## config.mk

```make
export PLATFORM = sky130hd
export DESIGN_NAME = vmxs_seq
export DESIGN_NICKNAME = d
export VERILOG_FILES = /design/src/shared/vmxs_pkg.sv /design/src/shared/vmxs_bus_if.sv /design/src/core/vmxs_apb.sv /design/src/core/vmxs_step.sv /design/src/core/vmxs_seq.sv
export VERILOG_INCLUDE_DIRS = /design/src /design/src/shared
export SDC_FILE = /design/constraint.sdc
export NUM_CORES = 1
export LEC_CHECK = 0
export ABC_AREA = 1
export BUFFER_PORTS_ARGS = -buffer_cell sky130_fd_sc_hd__buf_4
export CAP_MARGIN = 20
export CORE_MARGIN = 2
export CORE_UTILIZATION = 50
export CTS_BUF_LIST = sky130_fd_sc_hd__clkbuf_2 sky130_fd_sc_hd__clkbuf_4 sky130_fd_sc_hd__clkbuf_8
export CTS_CLUSTER_SIZE = 40
export DETAILED_ROUTE_END_ITERATION = 8
export PLACE_DENSITY = 0.78
export REMOVE_ABC_BUFFERS = 1
export SYNTH_ARGS = -nofsm -noshare
export SYNTH_HDL_FRONTEND = slang
export SYNTH_SLANG_ARGS = --single-unit
```

## constraint.sdc

```tcl
create_clock -name pclk -period 1.85 [get_ports pclk]
set_clock_uncertainty 0.05 [all_clocks]
set_input_delay 0.0925 -clock pclk [delete_from_list [all_inputs] [get_ports pclk]]
set_output_delay 0.0925 -clock pclk [all_outputs]
set_load 0.02 [all_outputs]
```

## src/shared/vmxs_params.svh

```systemverilog
`ifndef VMXS_PARAMS_SVH
`define VMXS_PARAMS_SVH

// register byte offsets on the apb port
`define VMXS_OFF_CTRL      8'h00
`define VMXS_OFF_REASON    8'h04
`define VMXS_OFF_QUAL      8'h08
`define VMXS_OFF_STATUS    8'h0c
`define VMXS_OFF_INJ       8'h10
`define VMXS_OFF_XINFO     8'h14

// control field positions and reset value
`define VMXS_CTRL_EN       0
`define VMXS_CTRL_PDPTR    1
`define VMXS_CTRL_STORE    2
`define VMXS_CTRL_RST      32'h0000_0007

// status field positions
`define VMXS_ST_BUSY       0
`define VMXS_ST_FAIL       1
`define VMXS_ST_SHUT       2
`define VMXS_ST_NMIBLK     3
`define VMXS_ST_MCX        4
`define VMXS_ST_SECSHUT    5

// exit-reason and injection layout
`define VMXS_RSN_FAIL_BIT  31
`define VMXS_INJ_VALID_BIT 31

// basic causes of late entry failure
`define VMXS_BASIC_GUEST   16'h0021
`define VMXS_BASIC_MSR     16'h0022
`define VMXS_BASIC_MC      16'h0029

// qualification values for invalid guest state
`define VMXS_QUAL_NONE     32'h0000_0000
`define VMXS_QUAL_PDPTR    32'h0000_0002
`define VMXS_QUAL_LINK     32'h0000_0004
`define VMXS_QUAL_STI_NMI  32'h0000_0003

// secure-mode shutdown error code
`define VMXS_SHUT_CODE     16'h000c

// apb wait states inserted before pready
`define VMXS_APB_WAIT      1

`endif

```

## src/shared/vmxs_pkg.sv

```systemverilog
package vmxs_pkg;

  // sequencer states, gray along exit path
  typedef enum logic [3:0] {
    ST_IDLE   = 4'h0,
    ST_RECORD = 4'h1,
    ST_SAVE   = 4'h3,
    ST_STORE  = 4'h2,
    ST_LOAD   = 4'h6,
    ST_PDPTR  = 4'h7,
    ST_DONE   = 4'h5,
    ST_MC     = 4'hc
  } vmxs_state_e;

  // what started the current sequence
  typedef enum logic [1:0] {
    CAUSE_EXIT  = 2'h0,
    CAUSE_GUEST = 2'h1,
    CAUSE_MSR   = 2'h2,
    CAUSE_MC    = 2'h3
  } vmxs_cause_e;

  // detected guest-state problem kind
  typedef enum logic [1:0] {
    GQ_NONE    = 2'h0,
    GQ_PDPTR   = 2'h1,
    GQ_LINK    = 2'h2,
    GQ_STI_NMI = 2'h3
  } vmxs_gqual_e;

endpackage

```

## src/shared/vmxs_bus_if.sv

```systemverilog
`timescale 1ns/1ns
// register access strobes between apb front end and sequencer
interface vmxs_bus_if;
  logic        wr_en;
  logic        rd_en;
  logic [7:0]  addr;
  logic [31:0] wdata;
  logic [31:0] rdata;
  logic        hit;

  modport apb  (output wr_en, rd_en, addr, wdata, input rdata, hit);
  modport core (input wr_en, rd_en, addr, wdata, output rdata, hit);
endinterface

```

## src/core/vmxs_apb.sv

```systemverilog
`timescale 1ns/1ns
`include "vmxs_params.svh"
module vmxs_apb (
  input  wire logic        pclk,
  input  wire logic        presetn,
  input  wire logic        psel,
  input  wire logic        penable,
  input  wire logic        pwrite,
  input  wire logic [7:0]  paddr,
  input  wire logic [31:0] pwdata,
  output logic             pready,
  output logic [31:0]      prdata,
  output logic             pslverr,
  vmxs_bus_if.apb          bus
);
  logic        pready_r;
  logic [31:0] prdata_r;
  logic        pslverr_r;
  logic        access;

  // first access cycle captures read data, second one completes
  assign access     = psel & penable;
  assign bus.addr   = paddr;
  assign bus.wdata  = pwdata;
  assign bus.rd_en  = access & ~pready_r & ~pwrite;
  assign bus.wr_en  = access & pready_r & pwrite & bus.hit;
  assign pready     = pready_r;
  assign prdata     = prdata_r;
  assign pslverr    = pslverr_r;

  // one wait state, then answer with data or error
  always_ff @(posedge pclk or negedge presetn) begin
    if (!presetn) begin
      pready_r  <= 1'b0;
      prdata_r  <= 32'h0000_0000;
      pslverr_r <= 1'b0;
    end else begin
      pready_r <= access & ~pready_r;
      if (access & ~pready_r) begin
        prdata_r  <= (bus.rd_en & bus.hit) ? bus.rdata : 32'h0000_0000;
        pslverr_r <= ~bus.hit;
      end else begin
        pslverr_r <= 1'b0;
      end
    end
  end
endmodule

```

## src/core/vmxs_step.sv

```systemverilog
`timescale 1ns/1ns
module vmxs_step (
  input  wire logic pclk,
  input  wire logic presetn,
  input  wire logic start,
  input  wire logic ack,
  output logic      req,
  output logic      done
);
  logic req_r;
  logic done_r;

  assign req  = req_r;
  assign done = done_r;

  // request held until the engine acknowledges
  always_ff @(posedge pclk or negedge presetn) begin
    if (!presetn) begin
      req_r  <= 1'b0;
      done_r <= 1'b0;
    end else if (start) begin
      req_r  <= 1'b1;
      done_r <= 1'b0;
    end else if (req_r & ack) begin
      req_r  <= 1'b0;
      done_r <= 1'b1;
    end
  end
endmodule

```

## src/core/vmxs_seq.sv

```systemverilog
`timescale 1ns/1ns
`include "vmxs_params.svh"
module vmxs_seq #(
  parameter logic [31:0] STI_NMI_QUAL = `VMXS_QUAL_STI_NMI,
  parameter int          IDX_W        = 32
) (
  input  wire logic             pclk,
  input  wire logic             presetn,
  input  wire logic             psel,
  input  wire logic             penable,
  input  wire logic             pwrite,
  input  wire logic [7:0]       paddr,
  input  wire logic [31:0]      pwdata,
  output logic                  pready,
  output logic [31:0]           prdata,
  output logic                  pslverr,
  input  wire logic             exit_req,
  input  wire logic [15:0]      exit_basic,
  input  wire logic [31:0]      exit_qual_in,
  input  wire logic [31:0]      exit_info_in,
  input  wire logic             dual_monitor_exit,
  input  wire logic             fail_guest_req,
  input  wire logic [1:0]       fail_guest_kind,
  input  wire logic             fail_msr_req,
  input  wire logic [IDX_W-1:0] fail_msr_index,
  input  wire logic             mc_during_entry,
  input  wire logic             guest_loaded,
  input  wire logic             nmi_blocked_before,
  input  wire logic             machine_check_enable,
  input  wire logic             phys_addr_ext_enable,
  input  wire logic             paging_enable,
  input  wire logic             long_mode_active,
  input  wire logic             safer_mode_operation,
  input  wire logic             guest_save_ack,
  input  wire logic             msr_store_ack,
  input  wire logic             host_load_ack,
  input  wire logic             exit_msr_load_ack,
  input  wire logic             pdptr_load_ack,
  output logic                  guest_save_req,
  output logic                  msr_store_req,
  output logic                  host_load_req,
  output logic                  exit_msr_load_req,
  output logic                  pdptr_load_req,
  output logic                  monitor_clear,
  output logic                  mc_exception,
  output logic                  secure_shutdown,
  output logic [15:0]           shutdown_code,
  output logic                  shutdown_state,
  output logic                  nmi_block,
  output logic                  branch_trace_inhibit,
  output logic                  seq_done
);
  if (IDX_W < 1 || IDX_W > 32) begin : g_chk_idx
    $error("IDX_W must be 1 to 32");
  end
  if (STI_NMI_QUAL == `VMXS_QUAL_NONE || STI_NMI_QUAL == 32'h0000_0001) begin : g_chk_q
    $error("STI_NMI_QUAL must be a distinct non-zero code");
  end

  vmxs_bus_if bus ();

  vmxs_pkg::vmxs_state_e state_r, state_nxt;
  vmxs_pkg::vmxs_cause_e cause_r;
  vmxs_pkg::vmxs_gqual_e gkind_r;
  logic [IDX_W-1:0] idx_r;
  logic [31:0]      ctrl_r, reason_r, qual_r, inj_r, xinfo_r;
  logic [31:0]      xqual_r, xinfo_in_r;
  logic [15:0]      xbasic_r;
  logic             dual_r, nmi_before_r, last_fail_r;
  logic             mcx_r, secshut_r, shut_r, nmi_blk_r, inhibit_r, done_r, monclr_r;
  logic [15:0]      shut_code_r;
  logic             save_done, store_done, host_done, xmsr_done, pdptr_done;
  logic             go_save, go_store, go_load, go_pdptr, is_fail, take;
  logic             loads_done, pdptr_need;
  logic [31:0]      rdata;

  // decodes which word offsets are implemented
  function automatic logic addr_hit(input logic [7:0] a);
    return (a == `VMXS_OFF_CTRL) || (a == `VMXS_OFF_REASON) || (a == `VMXS_OFF_QUAL) ||
           (a == `VMXS_OFF_STATUS) || (a == `VMXS_OFF_INJ) || (a == `VMXS_OFF_XINFO);
  endfunction

  // builds the qualification for a guest-state failure
  function automatic logic [31:0] guest_qual(input vmxs_pkg::vmxs_gqual_e k);
    unique case (k)
      vmxs_pkg::GQ_NONE:    return `VMXS_QUAL_NONE;
      vmxs_pkg::GQ_PDPTR:   return `VMXS_QUAL_PDPTR;
      vmxs_pkg::GQ_LINK:    return `VMXS_QUAL_LINK;
      vmxs_pkg::GQ_STI_NMI: return STI_NMI_QUAL;
    endcase
  endfunction

  vmxs_apb u_apb (
    .pclk    (pclk),
    .presetn (presetn),
    .psel    (psel),
    .penable (penable),
    .pwrite  (pwrite),
    .paddr   (paddr),
    .pwdata  (pwdata),
    .pready  (pready),
    .prdata  (prdata),
    .pslverr (pslverr),
    .bus     (bus.apb)
  );

  // handshakes with the state-transfer engines
  vmxs_step u_save (.pclk(pclk), .presetn(presetn), .start(go_save), .ack(guest_save_ack),
                    .req(guest_save_req), .done(save_done));
  vmxs_step u_store (.pclk(pclk), .presetn(presetn), .start(go_store), .ack(msr_store_ack),
                     .req(msr_store_req), .done(store_done));
  vmxs_step u_host (.pclk(pclk), .presetn(presetn), .start(go_load & ~dual_r),
                    .ack(host_load_ack), .req(host_load_req), .done(host_done));
  vmxs_step u_xmsr (.pclk(pclk), .presetn(presetn), .start(go_load & ~dual_r),
                    .ack(exit_msr_load_ack), .req(exit_msr_load_req), .done(xmsr_done));
  vmxs_step u_pdptr (.pclk(pclk), .presetn(presetn), .start(go_pdptr),
                     .ack(pdptr_load_ack), .req(pdptr_load_req), .done(pdptr_done));

  assign is_fail    = (cause_r != vmxs_pkg::CAUSE_EXIT);
  assign take       = ctrl_r[`VMXS_CTRL_EN] & (state_r == vmxs_pkg::ST_IDLE);
  assign loads_done = dual_r | (host_done & xmsr_done);
  assign pdptr_need = ctrl_r[`VMXS_CTRL_PDPTR] & ~dual_r & phys_addr_ext_enable &
                      paging_enable & ~long_mode_active;
  assign go_save    = (state_nxt == vmxs_pkg::ST_SAVE) & (state_r != vmxs_pkg::ST_SAVE);
  assign go_store   = (state_nxt == vmxs_pkg::ST_STORE) & (state_r != vmxs_pkg::ST_STORE);
  assign go_load    = (state_nxt == vmxs_pkg::ST_LOAD) & (state_r != vmxs_pkg::ST_LOAD);
  assign go_pdptr   = (state_nxt == vmxs_pkg::ST_PDPTR) & (state_r != vmxs_pkg::ST_PDPTR);

  // next-state sequencing
  always_comb begin
    state_nxt = state_r;
    unique case (state_r)
      vmxs_pkg::ST_IDLE: begin
        if (take & mc_during_entry & ~guest_loaded)
          state_nxt = vmxs_pkg::ST_MC;
        else if (take & (mc_during_entry | fail_guest_req | fail_msr_req | exit_req))
          state_nxt = vmxs_pkg::ST_RECORD;
      end
      vmxs_pkg::ST_RECORD: begin
        state_nxt = is_fail ? vmxs_pkg::ST_LOAD : vmxs_pkg::ST_SAVE;
      end
      vmxs_pkg::ST_SAVE: begin
        if (save_done)
          state_nxt = ctrl_r[`VMXS_CTRL_STORE] ? vmxs_pkg::ST_STORE : vmxs_pkg::ST_LOAD;
      end
      vmxs_pkg::ST_STORE: begin
        if (store_done)
          state_nxt = vmxs_pkg::ST_LOAD;
      end
      vmxs_pkg::ST_LOAD: begin
        if (loads_done)
          state_nxt = pdptr_need ? vmxs_pkg::ST_PDPTR : vmxs_pkg::ST_DONE;
      end
      vmxs_pkg::ST_PDPTR: begin
        if (pdptr_done)
          state_nxt = vmxs_pkg::ST_DONE;
      end
      vmxs_pkg::ST_DONE: state_nxt = vmxs_pkg::ST_IDLE;
      vmxs_pkg::ST_MC:   state_nxt = vmxs_pkg::ST_IDLE;
      default:           state_nxt = vmxs_pkg::ST_IDLE;
    endcase
  end

  always_ff @(posedge pclk or negedge presetn) begin
    if (!presetn)
      state_r <= vmxs_pkg::ST_IDLE;
    else
      state_r <= state_nxt;
  end

  // capture request details; machine check wins, then guest, register list, exit
  always_ff @(posedge pclk or negedge presetn) begin
    if (!presetn) begin
      cause_r      <= vmxs_pkg::CAUSE_EXIT;
      gkind_r      <= vmxs_pkg::GQ_NONE;
      idx_r        <= '0;
      dual_r       <= 1'b0;
      nmi_before_r <= 1'b0;
      xbasic_r     <= 16'h0000;
      xqual_r      <= 32'h0000_0000;
      xinfo_in_r   <= 32'h0000_0000;
    end else if (state_nxt == vmxs_pkg::ST_RECORD) begin
      nmi_before_r <= nmi_blocked_before;
      dual_r       <= 1'b0;
      if (mc_during_entry) begin
        cause_r <= vmxs_pkg::CAUSE_MC;
      end else if (fail_guest_req) begin
        cause_r <= vmxs_pkg::CAUSE_GUEST;
        gkind_r <= vmxs_pkg::vmxs_gqual_e'(fail_guest_kind);
      end else if (fail_msr_req) begin
        cause_r <= vmxs_pkg::CAUSE_MSR;
        idx_r   <= fail_msr_index;
      end else begin
        cause_r    <= vmxs_pkg::CAUSE_EXIT;
        dual_r     <= dual_monitor_exit;
        xbasic_r   <= exit_basic;
        xqual_r    <= exit_qual_in;
        xinfo_in_r <= exit_info_in;
      end
    end
  end

  // exit information fields written in the record step
  always_ff @(posedge pclk or negedge presetn) begin
    if (!presetn) begin
      reason_r    <= 32'h0000_0000;
      qual_r      <= 32'h0000_0000;
      xinfo_r     <= 32'h0000_0000;
      last_fail_r <= 1'b0;
    end else if (state_r == vmxs_pkg::ST_RECORD) begin
      last_fail_r <= is_fail;
      unique case (cause_r)
        vmxs_pkg::CAUSE_GUEST: begin
          reason_r <= {1'b1, 15'h0000, `VMXS_BASIC_GUEST};
          qual_r   <= guest_qual(gkind_r);
        end
        vmxs_pkg::CAUSE_MSR: begin
          reason_r <= {1'b1, 15'h0000, `VMXS_BASIC_MSR};
          qual_r   <= 32'(idx_r) + 32'h0000_0001;
        end
        vmxs_pkg::CAUSE_MC: begin
          reason_r <= {1'b1, 15'h0000, `VMXS_BASIC_MC};
          qual_r   <= `VMXS_QUAL_NONE;
        end
        vmxs_pkg::CAUSE_EXIT: begin
          reason_r <= {16'h0000, xbasic_r};
          qual_r   <= xqual_r;
          xinfo_r  <= xinfo_in_r; // failures leave this alone
        end
      endcase
    end
  end

  // control and injection registers; exit record clears valid over a write
  always_ff @(posedge pclk or negedge presetn) begin
    if (!presetn) begin
      ctrl_r <= `VMXS_CTRL_RST;
      inj_r  <= 32'h0000_0000;
    end else begin
      if (bus.wr_en & (bus.addr == `VMXS_OFF_CTRL))
        ctrl_r <= bus.wdata;
      if ((state_r == vmxs_pkg::ST_RECORD) & ~is_fail)
        inj_r <= {1'b0, inj_r[30:0]};
      else if (bus.wr_en & (bus.addr == `VMXS_OFF_INJ))
        inj_r <= bus.wdata;
    end
  end

  // machine-check outcomes, nmi blocking, monitor clear and completion
  always_ff @(posedge pclk or negedge presetn) begin
    if (!presetn) begin
      mcx_r       <= 1'b0;
      secshut_r   <= 1'b0;
      shut_r      <= 1'b0;
      shut_code_r <= 16'h0000;
      nmi_blk_r   <= 1'b0;
      inhibit_r   <= 1'b0;
      done_r      <= 1'b0;
      monclr_r    <= 1'b0;
    end else begin
      mcx_r     <= (state_r == vmxs_pkg::ST_MC) & machine_check_enable;
      secshut_r <= (state_r == vmxs_pkg::ST_MC) & ~machine_check_enable &
                   safer_mode_operation;
      if ((state_r == vmxs_pkg::ST_MC) & ~machine_check_enable & safer_mode_operation)
        shut_code_r <= `VMXS_SHUT_CODE;
      if ((state_r == vmxs_pkg::ST_MC) & ~machine_check_enable & ~safer_mode_operation)
        shut_r <= 1'b1;
      if ((state_r == vmxs_pkg::ST_DONE) & is_fail)
        nmi_blk_r <= nmi_before_r;
      inhibit_r <= (state_nxt != vmxs_pkg::ST_IDLE);
      done_r    <= (state_r == vmxs_pkg::ST_DONE);
      monclr_r  <= go_load & ~is_fail;
    end
  end

  // register read mux
  always_comb begin
    rdata = 32'h0000_0000;
    unique case (bus.addr)
      `VMXS_OFF_CTRL:   rdata = ctrl_r;
      `VMXS_OFF_REASON: rdata = reason_r;
      `VMXS_OFF_QUAL:   rdata = qual_r;
      `VMXS_OFF_INJ:    rdata = inj_r;
      `VMXS_OFF_XINFO:  rdata = xinfo_r;
      `VMXS_OFF_STATUS: begin
        rdata[`VMXS_ST_BUSY]    = (state_r != vmxs_pkg::ST_IDLE);
        rdata[`VMXS_ST_FAIL]    = last_fail_r;
        rdata[`VMXS_ST_SHUT]    = shut_r;
        rdata[`VMXS_ST_NMIBLK]  = nmi_blk_r;
        rdata[`VMXS_ST_MCX]     = mcx_r;
        rdata[`VMXS_ST_SECSHUT] = secshut_r;
      end
      default: rdata = 32'h0000_0000;
    endcase
  end

  assign bus.rdata            = rdata;
  assign bus.hit              = addr_hit(bus.addr);
  assign monitor_clear        = monclr_r;
  assign mc_exception         = mcx_r;
  assign secure_shutdown      = secshut_r;
  assign shutdown_code        = shut_code_r;
  assign shutdown_state       = shut_r;
  assign nmi_block            = nmi_blk_r;
  assign branch_trace_inhibit = inhibit_r;
  assign seq_done             = done_r;

  // record and sequencing checks
  property p_fail_top;
    @(posedge pclk) disable iff (!presetn)
      (state_r == vmxs_pkg::ST_RECORD) & is_fail |=> reason_r[31] && reason_r[30:16] == 15'h0;
  endproperty
  a_fail_top: assert property (p_fail_top) else $error("failure record top bits wrong");

  property p_basic_guest;
    @(posedge pclk) disable iff (!presetn)
      (state_r == vmxs_pkg::ST_RECORD) & (cause_r == vmxs_pkg::CAUSE_GUEST)
      |=> reason_r[15:0] == 16'h0021;
  endproperty
  a_basic_guest: assert property (p_basic_guest) else $error("guest cause not 33");

  property p_basic_msr;
    @(posedge pclk) disable iff (!presetn)
      (state_r == vmxs_pkg::ST_RECORD) & (cause_r == vmxs_pkg::CAUSE_MSR)
      |=> reason_r[15:0] == 16'h0022 && qual_r == 32'($past(idx_r)) + 32'h0000_0001;
  endproperty
  a_basic_msr: assert property (p_basic_msr) else $error("msr cause or index wrong");

  property p_mc_late;
    @(posedge pclk) disable iff (!presetn)
      take & mc_during_entry & guest_loaded |=> ##1 reason_r[15:0] == 16'h0029;
  endproperty
  a_mc_late: assert property (p_mc_late) else $error("late machine check not cause 41");

  property p_inj_keep;
    @(posedge pclk) disable iff (!presetn)
      (state_r == vmxs_pkg::ST_RECORD) & is_fail & ~bus.wr_en |=> $stable(inj_r);
  endproperty
  a_inj_keep: assert property (p_inj_keep) else $error("failure touched injection");

  property p_inj_clear;
    @(posedge pclk) disable iff (!presetn)
      (state_r == vmxs_pkg::ST_RECORD) & ~is_fail |=> !inj_r[31] ##1 guest_save_req;
  endproperty
  a_inj_clear: assert property (p_inj_clear) else $error("exit record order wrong");

  property p_no_save;
    @(posedge pclk) disable iff (!presetn)
      is_fail & (state_r != vmxs_pkg::ST_IDLE) |-> !go_save && !go_store;
  endproperty
  a_no_save: assert property (p_no_save) else $error("failure saved guest state");

  property p_mc_norm;
    @(posedge pclk) disable iff (!presetn)
      take & mc_during_entry & ~guest_loaded & machine_check_enable
      |=> ##1 mc_exception && !secure_shutdown;
  endproperty
  a_mc_norm: assert property (p_mc_norm) else $error("machine check not delivered");

  property p_done_after;
    @(posedge pclk) disable iff (!presetn)
      seq_done |-> $past(loads_done, 2) && !$past(seq_done);
  endproperty
  a_done_after: assert property (p_done_after) else $error("done before loads");

  property p_dual_skip;
    @(posedge pclk) disable iff (!presetn)
      go_load & dual_r |=> !host_load_req && !exit_msr_load_req;
  endproperty
  a_dual_skip: assert property (p_dual_skip) else $error("dual exit loaded host");
endmodule

```

Word level (Yosys, flattened, before mapping). Cells that the tools add are included.

Input bits: 176. Output and inout port bits: 62. Bits in registers: 335.

Equality and inequality tests: 27. Bitwise gates (word level): 52. Multiplexer cells: 45. Reduce and logical (&&, ||, !) cells: 23. Add/sub/neg operators: 1.

Operators by type and width (number): $pmux 32 s4 (3); $pmux 26 s5 (1); $mux 32 (3); $pmux 6 s6 (1); $and 1x1->1 (35); $add 32x1->32 const B (1); $mux 1 (24); $mux 4 (6); $pmux 4 s6 (1); $eq 4x3->1 const B (5); $eq 4x2->1 const B (4); $eq 8x4->1 const B (2); $eq 8x5->1 const B (2); $reduce_bool 2->1 (7); $not 1->1 (13); $eq 2x2->1 const B (4); $eq 4x1->1 const B (2); $eq 8x3->1 const B (1); $logic_not 8->1 (1); $mux 2 (4); $ne 4x2->1 const B (2); $ne 4x3->1 const B (2); $reduce_and 4->1 (2); $reduce_bool 4->1 (2); 9 further kinds (20).

Longest topological paths before layout.
Depth after elaboration: 12. Gate-level depth with buffers: 11.

Hierarchy. Synthesis repeated with hierarchy kept, for this count alone.

Cell total of the unflattened synthesis: 1858. Area, all modules: 15137.0 um^2.

By module, submodules not included: vmxs_seq (area an instance 12995.0 um^2, instances 1, sequential area each 6885.4 um^2, cells an instance 1632); vmxs_apb (area an instance 1754.2 um^2, instances 1, sequential area each 850.8 um^2, cells an instance 191); vmxs_step (area an instance 77.6 um^2, instances 5, sequential area each 50.0 um^2, cells an instance 7).

Least setup slack after synthesis. Ideal clock, no wire load.

Path kind: reg2reg. Start: register idx_r[0]. End: register qual_r[16]. Clock period less this slack: 1.721 ns. Slack: 0.129 ns. Setup time: 0.066 ns. Data arrival time: 1.606 ns. Cell stages (with the launch flop): 10. Cell sequence: dfrtp_1 -> ha_1 -> nand2_1 -> nor2_1 -> nand2_1 -> nor2_1 -> nand2_1 -> o21ai_0 -> o211ai_1 -> nand2_1.

Cells in the longest elaborated chain, start to end: 2.

Ends and longest elaborated chain: start: declaration (line vmxs_seq.sv:65) `logic [IDX_W-1:0] idx_r;`; start signal: assignment (line vmxs_seq.sv:192) `idx_r <= fail_msr_index;`; $add 32x1->32 (line vmxs_seq.sv:219) `qual_r <= 32'(idx_r) + 32'h0000_0001;`; $pmux 32 s4 (line vmxs_seq.sv:212) `unique case (cause_r)`; end signal: assignment (line vmxs_seq.sv:215) `qual_r <= guest_qual(gkind_r);`; end signal: assignment (line vmxs_seq.sv:219); end signal: assignment (line vmxs_seq.sv:223) `` qual_r <= `VMXS_QUAL_NONE; ``; end: declaration (line vmxs_seq.sv:66) `logic [31:0] ctrl_r, reason_r, qual_r, inj_r, xinfo_r;`.

Every way passes these cells. A chain may end at the register's enable or synchronous reset.

Final worst setup path.
Start: register state_r[0]. End: register inj_r[29].

Cells in the longest elaborated chain, start to end: 4.

Ends and longest elaborated chain: start: declaration (line vmxs_seq.sv:62) `vmxs_pkg::vmxs_state_e state_r, state_nxt;`; start signal: assignment (line vmxs_seq.sv:166) `state_r <= vmxs_pkg::ST_IDLE;`; start signal: assignment (line vmxs_seq.sv:168) `state_r <= state_nxt;`; $eq 4x1->1 (line vmxs_seq.sv:242) `if ((state_r == vmxs_pkg::ST_RECORD) & ~is_fail)`; $and 1x1->1 (line vmxs_seq.sv:242); $not 1->1 (no source line); $reduce_and 2->1 (no source line); end signal: assignment (line vmxs_seq.sv:243) `inj_r <= {1'b0, inj_r[30:0]};`; end signal: assignment (line vmxs_seq.sv:245) `inj_r <= bus.wdata;`; end: declaration (line vmxs_seq.sv:66).

Every way passes these cells.

==> impl_metrics.env <==
export IMPL_coreArea_sq_um=29400
export IMPL_r2r_end="inj_r[29]"
export IMPL_fin_crit_ns=1.87
export IMPL_fmax_mhz=534
export IMPL_critPathMaxFanout=14
export IMPL_drtIter0Drc=1635
export IMPL_cts_tree="done"
export IMPL_clk_path_buf_depth=3
export IMPL_num_rows=63
export IMPL_setup_worst_path_start="state_r[0]"
export IMPL_vias=15316
export IMPL_grt_pass1_wl_mm=79.4
export IMPL_crit_buf_inv=4
export IMPL_syn_inst=1867
export IMPL_critPathLaunchType="register"
export IMPL_overflow=0
export IMPL_dp_cells=2472
export IMPL_wl_mm=54.2
export IMPL_crit_slowest_cell="dfrtp_2"
export IMPL_wire_per_inst_um=19.7
export IMPL_clk_pin_slew_ns=0.06
export IMPL_p_per_area_nw_per_um2=750
export IMPL_dp_hpwl_mm=32.4
export IMPL_endpoint_kind="register"
export IMPL_start_util_pct=50.4
export IMPL_crit_arrival_ns=2.28
export IMPL_nets=2498
export IMPL_fin_util_pct=70.7
export IMPL_clock_sinks=319
export IMPL_drive_gt1_share_pct=21.0
export IMPL_io_buffer_count=223
export IMPL_ys_seq_elements=319
export IMPL_slowest_delay_ns=0.44
export IMPL_fin_setup_tns_ns=-0.0789
export IMPL_hold_viol_final=0
export IMPL_stdcell_count=2751
export IMPL_cp_required_ns=2.26
export IMPL_async_reset_ff_share_pct=100
export IMPL_synth_edf_count=0
export IMPL_die_h_um=176
export IMPL_slew_violations=0
export IMPL_cp_depth=10
export IMPL_multiInputGateArea_sq_um=6030
export IMPL_place_gp_congestion=0.934
export IMPL_ys_seq_area_share_pct=53.9
export IMPL_grt_pass1_vias=14807
export IMPL_insertion_delay_ns=0.60
export IMPL_yosysUniqueCellTypes=40
export IMPL_cts_htree_levels=2
export IMPL_syn_area_per_cell_sq_um=7.94
export IMPL_yosys_most_used_dff="dfrtp_1"
export IMPL_synthesis_area_sq_um=14800
export IMPL_final_fill_count=2124
export IMPL_placed_cell_area_sq_um=17500
export IMPL_routed_via_density=5.57
export IMPL_fin_area_sq_um=20800
export IMPL_seq_area_sq_um=7990
export IMPL_cts_buffers=53
export IMPL_cts_root_buf="clkbuf_8"
export IMPL_maxCapViolations=0
export IMPL_die_area_sq_um=31000
export IMPL_grt_max_degree=65
export IMPL_rsz0062_at_grt="yes"
export IMPL_antenna_cells=0
export IMPL_vdd_drop_max_mv=0.518
export IMPL_slew_headroom_pct=61.7
export IMPL_leakagePower_uw=0.0110
export IMPL_period_share_pct=101
export IMPL_ant_nets=0
export IMPL_status="finished, violations left"
export IMPL_r2r_cells=10
export IMPL_syn2layout_area_growth_pct=40.1
export IMPL_die_w_um=176
export IMPL_worstMarginPinSlew_ns=0.574
export IMPL_worstSetupEndpoint="inj_r[29]"
export IMPL_crit_chain="inv_1, nor2_1, nand2_4, nor2_4, buf_12, nor2_4, buf_12, clkbuf_16, nor2_1, a21oi_1"
export IMPL_antenna_found_initial=0
export IMPL_path_class="reg2reg"
export IMPL_r2r_setup_slack_ns=-0.02
export IMPL_cp_top_family="simple AND/OR/NAND/NOR gates"
export IMPL_yosys_warnings=0
export IMPL_num_io_pins=238
export IMPL_r2r_start="state_r[0]"
export IMPL_track_usage_pct=32.7
export IMPL_setup_ws_ns=-0.0212
export IMPL_route_detailed_drc=0
export IMPL_violations="setup timing"
export IMPL_dr_pass1_iters=8
export IMPL_hold_path_class="in2async"
export IMPL_setup_violations=7
==> through the flow <==
stage                     setup WS [ns]  hold slack [ns]  power, uW
after CTS                       0.00562           0.0274      15500
final                           -0.0212           0.0322      15600
after global placement          -0.0301           0.0451       8570
after detailed placement        -0.0689           0.0465       8600
after global routing            -0.0985           0.0614      16100
after floorplan                   -2.13           -0.253       7790
==> worst min-delay path by stage <==
| stage | to | slack [ns] | depth (start not counted) |
|---|---|---|---|
| after floorplan | branch_trace_inhibit | -0.25 | 0 |
| after global placement | idx_r[31] | 0.05 | 1 |
| after detailed placement | xqual_r[3] | 0.05 | 1 |
| after CTS | xqual_r[3] | 0.03 | 2 |
| after global routing | idx_r[12] | 0.06 | 2 |
| final | idx_r[12] | 0.03 | 2 |
==> cell usage in the layout, fill, tap and decap left out, types with 14 or more instances in the layout <==
cell type and instances:
nor2_2 22, inv_1 118, a22oi_1 15, nand2_1 694, nand3_1 220, nor2_1 134, dlygate4sd3_1 169, a21oi_1 52
buf_4 281, conb_1 14, nand4_1 28, clkbuf_4 16, a21oi_2 23, buf_12 27, clkbuf_8 65, dfrtp_1 312
o21ai_0 69
==> power breakdown <==
group,switching [uW],internal (uW),leakage (uW)
combinational,839,762,0.00615
sequential,129,7140,0.00424
clock,2930,3790,0.000612
total,3900,11700,0.0110
==> sequential cells by signal (all words and copies together) (netlist names), 2 cells and up <==
| register | flops |
|---|---|
| state_r | 4 |
| xinfo_in_r | 32 |
| xbasic_r | 16 |
| inj_r | 32 |
| xqual_r | 32 |
| cause_r | 2 |
| gkind_r | 2 |
| u_apb.prdata | 32 |
| ctrl_r | 32 |
| xinfo_r | 32 |
| qual_r | 32 |
| reason_r | 17 |
| idx_r | 32 |
==> what timing repair did <==
action,in CTS,in global routing
hold buffers,170,1
gates cloned,0,10
setup buffers,1,3
setup endpoints to repair,15,199
hold endpoints to repair,518,1
pin swaps,1,8
gates resized for setup,7,46
==> synth_stat cells, types with 3 or more instances <==
master	instances	share of area [%]
a21oi_1	52	1.8
buf_2	40	1.4
buf_4	16	0.81
a21oi_2	23	1.4
nor2_1	160	4.1
o21ai_1	4	0.14
buf_6	4	0.30
a22o_1	10	0.59
o211ai_1	3	0.15
clkbuf_1	35	0.89
buf_1	11	0.28
nand3_1	220	7.4
nor2_4	6	0.46
nand2_2	3	0.13
nand2_1	696	18
inv_1	120	3.0
dfrtp_1	316	53
o21ai_0	73	2.5
a22oi_1	15	0.76
dfstp_2	3	0.53
nand4_1	28	1.2
nor3_1	6	0.20
==> kinds of logic (layout without fill, tap and decap cells) <==
logic type	after synthesis	after routing	share of synthesized area, %
simple gates	1128	1128	31.6
flops	319	319	53.9
buf+inv	229	710	6.74
compound gates	189	189	7.69
fa+ha+maj	1	1	0.0844
other cells	1	14	0.0253
==> metal layers <==
metal | global-route usage, % | up-vias | share of wire, % | wire (um)
li1 | - | 6869 | - | -
met5 | 0 | - | 0 | 0
met3 | 5.10 | 184 | 9.2 | 5000
met4 | 11.9 | 0 | 3.8 | 2070
met1 | 43.8 | 7306 | 39 | 20900
met2 | 54.3 | 957 | 48 | 26200
==> final cells by class <==
| cell class | instances | share of cell area (%) |
|---|---|---|
| Sequential cell | 319 | 38.5 |
| Multi-Input combinational cell | 1332 | 29.0 |
| Timing Repair Buffer | 492 | 22.3 |
| Clock buffer | 81 | 4.88 |
| Tap cell | 390 | 2.35 |
| Inverter | 123 | 2.27 |
| Clock inverter | 14 | 0.657 |
Note: power is estimated with default switching activity, not from simulation.
